File: src/tcaux_pkg.sv
// Constants and types shared by the test control and auxiliary select block.
package tcaux_pkg;
  localparam logic [5:0] ADDR_CTRL      = 6'h36;
  localparam logic [5:0] ADDR_REV       = 6'h37;
  localparam logic [5:0] ADDR_AUX       = 6'h38;
  localparam logic [7:0] CTRL_RESET     = 8'h40;
  localparam logic [7:0] CTRL_WMASK     = 8'h5F;
  localparam logic [7:0] AUX_RESET      = 8'h00;
  localparam logic [7:0] RD_UNMAPPED    = 8'h00;
  localparam int         BIT_NL         = 6;
  localparam int         BIT_TRIM       = 4;
  localparam int         ST_HI          = 3;
  localparam int         ST_LO          = 0;
  localparam int         AUXILIARY_PIN_1_HI        = 7;
  localparam int         AUXILIARY_PIN_1_LO        = 4;
  localparam int         AUXILIARY_PIN_2_HI        = 3;
  localparam int         AUXILIARY_PIN_2_LO        = 0;
  localparam logic [3:0] SELF_TEST_ON   = 4'h9;
  localparam logic [3:0] TRIM_CYCLES    = 4'h8;
  localparam logic [3:0] TRIM_NONE      = 4'h0;
  // Auxiliary pin selector codes.
  localparam logic [3:0] SEL_HIZ        = 4'h0;
  localparam logic [3:0] SEL_DAC        = 4'h1;
  localparam logic [3:0] SEL_CORR       = 4'h2;
  localparam logic [3:0] SEL_RSV3       = 4'h3;
  localparam logic [3:0] SEL_MINLVL     = 4'h4;
  localparam logic [3:0] SEL_ADC_I      = 4'h5;
  localparam logic [3:0] SEL_ADC_Q      = 4'h6;
  localparam logic [3:0] SEL_RSV7       = 4'h7;
  localparam logic [3:0] SEL_PROD       = 4'h8;
  localparam logic [3:0] SEL_RSV9       = 4'h9;
  localparam logic [3:0] SEL_HIGH       = 4'hA;
  localparam logic [3:0] SEL_LOW        = 4'hB;
  localparam logic [3:0] SEL_TX         = 4'hC;
  localparam logic [3:0] SEL_RX         = 4'hD;
  localparam logic [3:0] SEL_SUBC       = 4'hE;
  localparam logic [3:0] SEL_TBUS       = 4'hF;
  typedef enum logic [1:0] {TCAUX_FW_MIN, TCAUX_FW_MAX, TCAUX_FW_TRIM} tcaux_fw_mode_t;
endpackage : tcaux_pkg

File: src/tcaux_top.sv
// Test control register, revision register and auxiliary pin selection logic.

// One auxiliary pin source selector; both pins share the same encoding.
module tcaux_aux_mux
  import tcaux_pkg::*;
(
  // Selection
  input  wire logic [3:0] sel,
  // Sources
  input  wire logic [5:0] dac,
  input  wire logic       corr,
  input  wire logic [3:0] minlvl,
  input  wire logic [3:0] adc_i,
  input  wire logic [3:0] adc_q,
  input  wire logic       tx_act,
  input  wire logic       rx_act,
  input  wire logic       subc,
  input  wire logic       tb_bit,
  // Pin drive
  output logic            drv,
  output logic            oe,
  output logic            an_en,
  output logic [5:0]      an_code
);
  // Analog codes are scaled to the six-bit current source range.
  always_comb begin
    drv     = 1'b0;
    oe      = 1'b0;
    an_en   = 1'b0;
    an_code = 6'h00;
    unique case (sel)
      SEL_HIZ: begin
        oe = 1'b0;
      end
      SEL_DAC: begin
        an_en   = 1'b1;
        an_code = dac;
      end
      SEL_CORR: begin
        an_en   = 1'b1;
        an_code = {6{corr}};
      end
      SEL_MINLVL: begin
        an_en   = 1'b1;
        an_code = {minlvl, 2'h0};
      end
      SEL_ADC_I: begin
        an_en   = 1'b1;
        an_code = {adc_i, 2'h0};
      end
      SEL_ADC_Q: begin
        an_en   = 1'b1;
        an_code = {adc_q, 2'h0};
      end
      // Reserved codes and SEL_PROD leave the pin undriven so a stray write harms nothing.
      SEL_RSV3, SEL_RSV7, SEL_PROD, SEL_RSV9: begin
        oe = 1'b0;
      end
      SEL_HIGH: begin
        oe  = 1'b1;
        drv = 1'b1;
      end
      SEL_LOW: begin
        oe  = 1'b1;
        drv = 1'b0;
      end
      SEL_TX: begin
        oe  = 1'b1;
        drv = tx_act;
      end
      SEL_RX: begin
        oe  = 1'b1;
        drv = rx_act;
      end
      SEL_SUBC: begin
        oe  = 1'b1;
        drv = subc;
      end
      SEL_TBUS: begin
        oe  = 1'b1;
        drv = tb_bit;
      end
    endcase
  end
endmodule : tcaux_aux_mux

module tcaux_top
  import tcaux_pkg::*;
#(
  parameter logic [7:0] REVISION_CODE = 8'h5A // Arbitrary value.
) (
  // Clock and reset
  input  wire logic       clock,
  input  wire logic       rst_n,
  // Host register port
  input  wire logic [5:0] reg_addr,
  input  wire logic       reg_wr,
  input  wire logic       reg_rd,
  input  wire logic [7:0] reg_wdata,
  output logic [7:0]      reg_rdata_r,
  // Framing status
  input  wire logic       frame_width_select,
  input  wire logic       rate_106,
  input  wire logic       tx_start_phase,
  input  wire logic       tx_data_phase,
  input  wire logic       tx_parity_phase,
  input  wire logic       tx_crc_phase,
  input  wire logic       rx_data_phase,
  input  wire logic       rx_parity_phase,
  input  wire logic       rx_crc_phase,
  input  wire logic       subcarrier_detect,
  input  wire logic       crc_calculation_command,
  // Test sources
  input  wire logic       correlator_test_signal,
  input  wire logic [7:0] test_bus,
  input  wire logic [2:0] test_bus_bit_selector,
  input  wire logic [5:0] first_test_dac,
  input  wire logic [5:0] second_test_dac,
  input  wire logic [3:0] minimum_signal_threshold,
  input  wire logic [2:0] collision_level_threshold,
  input  wire logic [3:0] adc_i_value,
  input  wire logic [3:0] adc_q_value,
  // Receiver and framing control
  output logic            nonlinear_receive_gain_r,
  output logic [3:0]      eff_min_threshold_r,
  output logic [2:0]      eff_coll_threshold_r,
  output tcaux_fw_mode_t  frame_width_mode_r,
  output logic [3:0]      frame_trim_cycles_r,
  output logic            self_test_enable_r,
  output logic            self_test_start_r,
  // Auxiliary pins
  output logic            auxiliary_pin_1_out_r,
  output logic            auxiliary_pin_1_oe_r,
  output logic            auxiliary_pin_1_analog_en_r,
  output logic [5:0]      auxiliary_pin_1_analog_code_r,
  output logic            auxiliary_pin_2_out_r,
  output logic            auxiliary_pin_2_oe_r,
  output logic            auxiliary_pin_2_analog_en_r,
  output logic [5:0]      auxiliary_pin_2_analog_code_r
);
  logic [7:0]     ctrl_r, ctrl_nxt;
  logic [7:0]     aux_sel_r, aux_sel_nxt;
  logic [7:0]     rdata_nxt;
  logic           tx_act, rx_act, subc, tb_bit;
  logic           d1, e1, a1, d2, e2, a2;
  logic [5:0]     c1, c2;
  logic [7:0]     min_sq;
  logic [5:0]     coll_sq;
  logic           nl_nxt, st_en_nxt, st_go_nxt;
  logic [3:0]     min_nxt, trim_nxt;
  logic [2:0]     coll_nxt;
  tcaux_fw_mode_t fw_nxt;

  // Register writes; the revision address has no storage so writes fall away.
  always_comb begin
    ctrl_nxt    = ctrl_r;
    aux_sel_nxt = aux_sel_r;
    if (reg_wr && reg_addr == ADDR_CTRL) begin
      ctrl_nxt = (reg_wdata & CTRL_WMASK) | (CTRL_RESET & ~CTRL_WMASK);
    end
    if (reg_wr && reg_addr == ADDR_AUX) begin
      aux_sel_nxt = reg_wdata;
    end
  end

  // Register reads return data the cycle after the strobe and then hold.
  always_comb begin
    rdata_nxt = reg_rdata_r;
    if (reg_rd) begin
      unique case (reg_addr)
        ADDR_CTRL: rdata_nxt = ctrl_r;
        ADDR_REV:  rdata_nxt = REVISION_CODE;
        ADDR_AUX:  rdata_nxt = aux_sel_r;
        default:   rdata_nxt = RD_UNMAPPED;
      endcase
    end
  end

  always_ff @(posedge clock) begin
    if (!rst_n) begin
      ctrl_r      <= CTRL_RESET;
      aux_sel_r   <= AUX_RESET;
      reg_rdata_r <= RD_UNMAPPED;
    end else begin
      ctrl_r      <= ctrl_nxt;
      aux_sel_r   <= aux_sel_nxt;
      reg_rdata_r <= rdata_nxt;
    end
  end

  // Receiver shaping, frame width and self-test decode. A square law stands in
  // for the nonlinear response; it keeps the threshold ordering monotonic.
  always_comb begin
    min_sq    = 8'(minimum_signal_threshold) * 8'(minimum_signal_threshold);
    coll_sq   = 6'(collision_level_threshold) * 6'(collision_level_threshold);
    nl_nxt    = ctrl_r[BIT_NL];
    min_nxt   = nl_nxt ? min_sq[7:4] : minimum_signal_threshold;
    coll_nxt  = nl_nxt ? coll_sq[5:3] : collision_level_threshold;
    fw_nxt    = TCAUX_FW_MIN;
    trim_nxt  = TRIM_NONE;
    if (frame_width_select && !ctrl_r[BIT_TRIM]) begin
      fw_nxt = TCAUX_FW_MAX;
    end else if (frame_width_select && ctrl_r[BIT_TRIM]) begin
      fw_nxt   = TCAUX_FW_TRIM;
      trim_nxt = TRIM_CYCLES;
    end
    st_en_nxt = ctrl_r[ST_HI:ST_LO] == SELF_TEST_ON;
    st_go_nxt = st_en_nxt && crc_calculation_command;
  end

  always_ff @(posedge clock) begin
    if (!rst_n) begin
      nonlinear_receive_gain_r <= 1'b1;
      eff_min_threshold_r      <= 4'h0;
      eff_coll_threshold_r     <= 3'h0;
      frame_width_mode_r       <= TCAUX_FW_MIN;
      frame_trim_cycles_r      <= TRIM_NONE;
      self_test_enable_r       <= 1'b0;
      self_test_start_r        <= 1'b0;
    end else begin
      nonlinear_receive_gain_r <= nl_nxt;
      eff_min_threshold_r      <= min_nxt;
      eff_coll_threshold_r     <= coll_nxt;
      frame_width_mode_r       <= fw_nxt;
      frame_trim_cycles_r      <= trim_nxt;
      self_test_enable_r       <= st_en_nxt;
      self_test_start_r        <= st_go_nxt;
    end
  end

  // Activity flags: at 106 kBd the framing bits count, above it they do not.
  assign tx_act = rate_106 ? (tx_start_phase | tx_data_phase | tx_parity_phase | tx_crc_phase)
                           : (tx_data_phase | tx_crc_phase);
  assign rx_act = rate_106 ? (rx_data_phase | rx_parity_phase | rx_crc_phase)
                           : (rx_data_phase | rx_crc_phase);
  assign subc   = !rate_106 && subcarrier_detect;
  assign tb_bit = test_bus[test_bus_bit_selector];

  tcaux_aux_mux u_auxiliary_pin_1 (
    .sel     (aux_sel_r[AUXILIARY_PIN_1_HI:AUXILIARY_PIN_1_LO]),
    .dac     (first_test_dac),
    .corr    (correlator_test_signal),
    .minlvl  (minimum_signal_threshold),
    .adc_i   (adc_i_value),
    .adc_q   (adc_q_value),
    .tx_act  (tx_act),
    .rx_act  (rx_act),
    .subc    (subc),
    .tb_bit  (tb_bit),
    .drv     (d1),
    .oe      (e1),
    .an_en   (a1),
    .an_code (c1)
  );

  tcaux_aux_mux u_auxiliary_pin_2 (
    .sel     (aux_sel_r[AUXILIARY_PIN_2_HI:AUXILIARY_PIN_2_LO]),
    .dac     (second_test_dac),
    .corr    (correlator_test_signal),
    .minlvl  (minimum_signal_threshold),
    .adc_i   (adc_i_value),
    .adc_q   (adc_q_value),
    .tx_act  (tx_act),
    .rx_act  (rx_act),
    .subc    (subc),
    .tb_bit  (tb_bit),
    .drv     (d2),
    .oe      (e2),
    .an_en   (a2),
    .an_code (c2)
  );

  // Pin drive is registered so the pads never see selector decode glitches.
  always_ff @(posedge clock) begin
    if (!rst_n) begin
      auxiliary_pin_1_out_r <= 1'b0;
      auxiliary_pin_1_oe_r  <= 1'b0;
      auxiliary_pin_1_analog_en_r      <= 1'b0;
      auxiliary_pin_1_analog_code_r    <= 6'h00;
      auxiliary_pin_2_out_r <= 1'b0;
      auxiliary_pin_2_oe_r  <= 1'b0;
      auxiliary_pin_2_analog_en_r      <= 1'b0;
      auxiliary_pin_2_analog_code_r    <= 6'h00;
    end else begin
      auxiliary_pin_1_out_r <= d1;
      auxiliary_pin_1_oe_r  <= e1;
      auxiliary_pin_1_analog_en_r      <= a1;
      auxiliary_pin_1_analog_code_r    <= c1;
      auxiliary_pin_2_out_r <= d2;
      auxiliary_pin_2_oe_r  <= e2;
      auxiliary_pin_2_analog_en_r      <= a2;
      auxiliary_pin_2_analog_code_r    <= c2;
    end
  end
endmodule : tcaux_top
File: config.mk
export PLATFORM = sky130hd
export DESIGN_NAME = tcaux_top
export DESIGN_NICKNAME = d
export VERILOG_FILES = /design/src/tcaux_pkg.sv /design/src/tcaux_top.sv
export SDC_FILE = /design/constraint.sdc
export NUM_CORES = 1
export LEC_CHECK = 0
export ABC_CLOCK_PERIOD_IN_PS = 3700
export BUFFER_PORTS_ARGS = -buffer_cell sky130_fd_sc_hd__buf_2
export CORE_MARGIN = 2
export CORE_UTILIZATION = 40
export DETAILED_ROUTE_END_ITERATION = 8
export PLACE_DENSITY = 0.76
export SLEW_MARGIN = 0
export SYNTH_ARGS = -nofsm -noshare
export SYNTH_HDL_FRONTEND = slang
export SYNTH_SLANG_ARGS = --single-unit
File: constraint.sdc
create_clock -name clock -period 3.7 [get_ports clock]
set_clock_uncertainty 0.05 [all_clocks]
set_input_delay 0.185 -clock clock [delete_from_list [all_inputs] [get_ports clock]]
set_output_delay 0.185 -clock clock [all_outputs]
set_load 0.02 [all_outputs]
==> flow_summary.ini, run 1 <==
[status]
status = finished, final reports clean

[logic_synthesis]
syn_area_mm2 = 0.002492
yosys_warnings = 0
synthCells = 291
ys_types = 51
synth_area_leaders = dfxtp_1 42%, nand2_1 6.2%, o21ai_0 3.6%
avgSynthCellArea_um2 = 8.565
async_flop_share_pct = 0
ys_ff_latch = 52
synth_top_area_cell = dfxtp_1
seq_area_frac_synth_pct = 41.77
synthFlopType = dfxtp_1
synth_edf_count = 0
synth_top_cell_area_share_pct = 41.77

[timing]
period_share_pct = 43.47
rsz0062_at_grt = no
setup_tns_ps = 0
holdWs_ps = 27.28
relSlewSlack_pct = 37.47
fmax_ghz = 0.6217
setup_violations = 0
fin_crit_ps = 1608
slew_violations = 0
max_slew.worst_pin.slew_ps = 932.8
hold_violations = 0

[clocking]
cts-htree-levels = 2
cts_buffers = 5
clkTransAtPathRegs_ps = 100
clock-sinks = 52
cts_root_buffer = clkbuf_8
cts_hold_buf = 0
cts_setup_buffers = 0
cts_tree = built
post_cts_resized = 0
clock_latency_ps = 310
clockBufferDepth = 2

[global_route]
grt_use_total_pct = 18.13
grt-ovfl-total = 0
antenna_found_initial = 0
grt_pass1_vias = 2242
grt_first_pass_wirelength_mm = 10.41
grt_max_degree = 43

[die]
fp.dieH_um = 82.94
core_mm2 = 0.005956
rows = 28
die_x_um = 82.94
die_area_mm2 = 0.006878
initial_core_util_pct = 41.85
top_level_ports = 110

[worst_setup_path]
crit_end = auxiliary_pin_1_analog_code_r[3]
end_kind = register
path_max_fanout = 10
crit_start = aux_sel_r[4]
cp.arrival_ps = 1790
required_ps = 3880
r2r_cells = 3
crit_path_start_kind = register
crit_type = reg2reg
reg2reg_to = auxiliary_pin_1_analog_code_r[3]
reg2reg_from = aux_sel_r[4]
regToRegSetupSlack_ps = 2090

[detailed_routing]
ant_nets = 0
first_pass_iters = 5
wl_mm = 6.321
drt_iter0_markers = 146
vias = 2417
viasPerCell = 5.243
wire_per_inst_um = 13.71
drc = 0

[place]
dpl.hpwl_mm = 4.753
io_buffers = 106
gp_congestion = 0.8477

[layout]
n_antenna_cell = 0
areaGrowthSynthToFinish_pct = 25.10
final_common_cell = buf_2
drive_above_1_share_pct = 31.61
finish.net_count = 456
final_cell_mix = 106 x buf_2, 52 x dfxtp_1, 41 x nand2_1, 19 x nor2_1, 18 x o21ai_0

[power]
power_density_mw_per_mm2 = 333.4
p_leak_nw = 1.389
ir_drop_mv = 0.2172

[flow_run]
maxCapViolCount = 0

[worst_hold_path]
hold_class = in2reg
[registers in the layout, indices dropped and copies added, names as in the netlist]
signal	cells
auxiliary_pin_1_analog_code_r	6
auxiliary_pin_2_oe_r	1
self_test_enable_r	1
auxiliary_pin_2_analog_code_r	6
auxiliary_pin_2_analog_en_r	1
frame_trim_cycles_r	1
eff_coll_threshold_r	3
auxiliary_pin_2_out_r	1
auxiliary_pin_1_out_r	1
eff_min_threshold_r	4
nonlinear_receive_gain_r	1
auxiliary_pin_1_oe_r	1
frame_width_mode_r	1
self_test_start_r	1
auxiliary_pin_1_analog_en_r	1
reg_rdata_r	8
aux_sel_r	8
ctrl_r	6
[routing by layer]
| layer | vias up | share of wire, % | global-route usage [%] |
|---|---|---|---|
| met1 | 1104 | 46 | 23.78 |
| met3 | 13 | 5.4 | 4.274 |
| li1 | 1216 | - | - |
| met2 | 84 | 46 | 29.25 |
| met5 | - | 0 | 0 |
| met4 | 0 | 2.0 | 6.259 |
[power breakdown]
group          internal (W)  switching (W)  leakage [nW]
combinational     0.0000572      0.0000654         0.924
sequential         0.000569     0.00000404         0.422
clock              0.000152       0.000192        0.0434
[worst max-delay path, stage by stage (launching register included)]
cell and delay, ps:
dfxtp_1 570, nor4b_2 550, a22oi_1 180, a31oi_1 180
[kinds of logic (layout without fill, tap and decap cells)]
| logic type | after synthesis | count (layout) | share of synthesized area (%) |
|---|---|---|---|
| AND/OR/NAND/NOR | 117 | 117 | 24.45 |
| AO/OA/AOI/OAI | 81 | 81 | 22.04 |
| flip-flops | 52 | 52 | 41.77 |
| buffers and inverters | 27 | 120 | 5.070 |
| multiplexers | 9 | 9 | 4.669 |
| adder cells (fa/ha/maj) | 3 | 3 | 1.506 |
| other | 1 | 3 | 0.1505 |
| XOR/XNOR | 1 | 1 | 0.3515 |
[stage by stage]
stage	instances	total power [W]	setup WS, ps	utilization [%]	area, um2
CTS	461	0.001047	2087	52.35	3118
finish	461	0.001040	2092	52.35	3118
floorplan	293	0.0006505	2078	-	2500
global placement	453	0.0007061	1880	50.71	3020
detailed placement	453	0.0007089	1824	50.71	3020
global route	461	0.001085	1784	52.35	3118
[final cells by class]
| cell class | count | area, um2 |
|---|---|---|
| clock buffer | 6 | 82.58 |
| tap | 75 | 93.84 |
| clock inverter | 2 | 15.01 |
| inverter | 6 | 22.52 |
| timing repair buffer | 106 | 530.5 |
| multi-input combinational | 214 | 1333 |
| fill | 583 | 2838 |
| sequential | 52 | 1041 |
[worst min path at each step]
stage / end / startpoint / cells after the start
2_1_floorplan: frame_width_mode_r[0] / frame_width_select / 2
3_3_place_gp: self_test_start_r / crc_calculation_command / 2
3_5_place_dp: self_test_start_r / crc_calculation_command / 2
4_1_cts: self_test_start_r / crc_calculation_command / 2
5_1_grt: self_test_start_r / crc_calculation_command / 2
6_report: self_test_start_r / crc_calculation_command / 2
[synth_stat cells, drive strengths merged, types with 2 or more instances]
cell and n:
nor4b 4, nand2b 3, o21ai 20, and2 9
o31ai 2, nor2b 11, clkbuf 9, buf 12
a22o 6, inv 6, nand2 41, mux4 2
a21boi 10, mux2i 6, a2111o 2, nor2 19
a21o 2, nor3b 2, a31oi 7, a22oi 7
a21oi 15, dfxtp 52, nand3 15, ha 3
nor3 2, a2bb2oi 4
(Power assumes the default switching activity.)
==> run 2, diff against run 1 <==
ABC_AREA = 1   (was unset)
ABC_CLOCK_PERIOD_IN_PS = 1600   (was 3700)
clock period = 1.6 ns   (was 3.7 ns; I/O delays follow)
==> run 2 against run 1 <==
Compared with the run above:
- register-to-register slack worse by 1900 ps
- setup slack worse by 1900 ps
- wire length up 5.8%
- highest routed layer unchanged
- critical path type unchanged
- cell area up 7.7%
- die area up 1.6%
==> flow_summary.ini, run 2 <==
[detailed_routing]
drt-met1-wl_mm = 2.883
top_layer = met4
wl_met2_mm = 3.192
vias = 2774
wire_per_inst_um = 12.07
met3_length_um = 537
wl_mm = 6.689
first_pass_iters = 5
viasPerCell = 5.007
ant_nets = 0
drt_iter0_markers = 148
drc = 0

[die]
die_x_um = 83.59
initial_core_util_pct = 42.05
core_mm2 = 0.006026
fp.dieH_um = 83.59
rows = 28
die_area_mm2 = 0.006986
top_level_ports = 110

[global_route]
antenna_found_initial = 0
grt_pass1_vias = 2634
grt_use_total_pct = 19.42
grt-ovfl-total = 0
grt_first_pass_wirelength_mm = 11.39
grt_max_degree = 26

[timing]
fmax_ghz = 0.7205
period_share_pct = 86.74
hold_violations = 0
holdWs_ps = 4.733
setup_violations = 0
setup_tns_ps = 0
fin_crit_ps = 1388
max_slew.worst_pin.slew_ps = 516.8
rsz0062_at_grt = no
slew_violations = 0
relSlewSlack_pct = 65.51

[clocking]
post_cts_resized = 0
clock-sinks = 52
cts_buffers = 5
cts_root_buffer = clkbuf_8
clockBufferDepth = 2
clkTransAtPathRegs_ps = 100
cts_tree = built
cts-htree-levels = 2
clock_latency_ps = 310

[worst_setup_path]
reg2reg_to = auxiliary_pin_1_analog_code_r[2]
cp.arrival_ps = 1530
r2r_cells = 7
crit_buf_inv = 2
reg2reg_from = aux_sel_r[5]
crit_chain = inv_1, nand2_1, inv_1, nand2_1, o21ai_0, a211oi_1, nor2_1
crit_path_start_kind = register
crit_type = reg2reg
critPathTopFamily = flip-flops
end_kind = register
cpPeakStageDelay_ps = 460
required_ps = 1740
regToRegSetupSlack_ps = 210
cp_slowest_cell = dfxtp_1
path_max_fanout = 6

[status]
status = finished, final reports clean

[layout]
finish.net_count = 549
final_common_cell = buf_2
areaGrowthSynthToFinish_pct = 32.49
n_antenna_cell = 0
top_regs = aux_sel_r: 8 flops, reg_rdata_r: 8 flops
drive_above_1_share_pct = 27.97
final_cell_mix = 106 x buf_2, 86 x nand2_1, 52 x dfxtp_1, 46 x inv_1, 33 x a21oi_1

[logic_synthesis]
avgSynthCellArea_um2 = 7.058
synth_area_leaders = dfxtp_1 41%, nand2_1 13%, inv_1 6.8%
seq_area_frac_synth_pct = 41.09
syn_area_mm2 = 0.002534
synth_most_common_cell = nand2_1
ys_ff_latch = 52
synth_top_cell_area_share_pct = 41.09
ys_types = 34
yosys_warnings = 0
async_flop_share_pct = 0
synth_edf_count = 0
ys_top_cells_by_count = 86 x nand2_1, 52 x dfxtp_1, 46 x inv_1
synth_top_area_cell = dfxtp_1
synthCells = 359
synthFlopType = dfxtp_1

[place]
io_buffers = 106
gp_congestion = 0.8963
dpl.hpwl_mm = 5.260

[worst_hold_path]
worstHoldStart = collision_level_threshold[1]
whs_endpoint = eff_coll_threshold_r[2]
hold_class = in2reg
holdPathStages = 3

[flow_run]
maxCapViolCount = 0

[power]
ir_drop_mv = 0.4980
p_leak_nw = 1.703
power_density_mw_per_mm2 = 761.4
run 2: changes by cell type in the layout (fill, tap and decap cells not counted), moves of 6 or more:
| cell | change |
|---|---|
| a21boi_1 | -8 |
| inv_1 | +40 |
| nor2_1 | +10 |
| a21oi_1 | +18 |
| nand2_1 | +45 |
| nor2b_1 | -11 |
| dlygate4sd3_1 | +14 |
| a31oi_1 | -6 |
| o21ai_0 | +11 |
| nand3_1 | +7 |
| a22o_1 | -6 |
| mux2i_1 | -6 |
| and2_1 | -9 |
run 2: worst max-delay path by stage:
stage / start / end / slack, ps / cells past startpoint
3_3_place_gp: aux_sel_r[5] / auxiliary_pin_1_analog_code_r[2] / 240 / 7
2_1_floorplan: aux_sel_r[3] / auxiliary_pin_2_analog_code_r[3] / 470 / 7
6_report: aux_sel_r[5] / auxiliary_pin_1_analog_code_r[2] / 210 / 7
5_1_grt: aux_sel_r[5] / auxiliary_pin_1_analog_code_r[2] / 100 / 7
4_1_cts: aux_sel_r[5] / auxiliary_pin_1_analog_code_r[2] / 220 / 7
3_5_place_dp: aux_sel_r[5] / auxiliary_pin_1_analog_code_r[2] / 240 / 7
run 2: cell type report:
type                            instances  area, um2
Fill cell                             581       2669
Multi-Input combinational cell        247       1234
Sequential cell                        52       1041
Timing Repair Buffer                  123      693.2
Inverter                               49      183.9
Tap cell                               75      93.84
Clock buffer                            5      68.82
Clock inverter                          3      42.54
run 2: repair_timing:
item | 4_1_cts | 5_1_grt
hold buffers | 14 | 0
buffers inserted | 0 | 0
hold endpoints to repair | 15 | 0
run 2: layer usage:
metal / global-route usage, % / vias to the layer above
li1: - / 1395
met1: 24.00 / 1252
met2: 34.47 / 118
met3: 3.759 / 9
met4: 4.985 / 0
met5: 0 / -
run 2: power by group:
group / switching, W / leakage [nW] / total [W] / internal (W)
Sequential: 0.00000779 / 0.421 / 0.00132 / 0.00131
Clock: 0.000448 / 0.0541 / 0.000912 / 0.000463
Combinational: 0.000179 / 1.23 / 0.000322 / 0.000143
run 2: per-stage QoR:
| step | power [W] | setup slack [ps] | instances | utilization (%) | instance area [um2] |
|---|---|---|---|---|---|
| 6_report | 0.002556 | 212.2 | 554 | 55.71 | 3357 |
| 4_1_cts | 0.002582 | 221.0 | 554 | 55.71 | 3357 |
| 3_3_place_gp | 0.001643 | 240.2 | 532 | 51.54 | 3105 |
| 3_5_place_dp | 0.001648 | 235.4 | 532 | 51.54 | 3105 |
| 2_1_floorplan | 0.001507 | 468.5 | 361 | - | 2541 |
| 5_1_grt | 0.002670 | 100.5 | 554 | 55.71 | 3357 |
run 2: kinds of logic (layout without fill, tap and decap cells):
logic type | after synthesis | in the layout | synth area share (%)
other | 1 | 3 | 0.1480
adders and majority gates | 3 | 3 | 1.482
buffers and inverters | 62 | 180 | 10.52
AOI/OAI and AO/OA | 77 | 77 | 16.20
and+or+nand+nor | 163 | 163 | 30.22
DFF | 52 | 52 | 41.09
xor gates and xnor gates | 1 | 1 | 0.3457
run 2: worst register-to-register path, cell delays in order, from the launching register on:
cell and delay, ps:
dfxtp_1 460, inv_1 130, nand2_1 120, inv_1 90, nand2_1 110, o21ai_0 90
a211oi_1 170, nor2_1 50
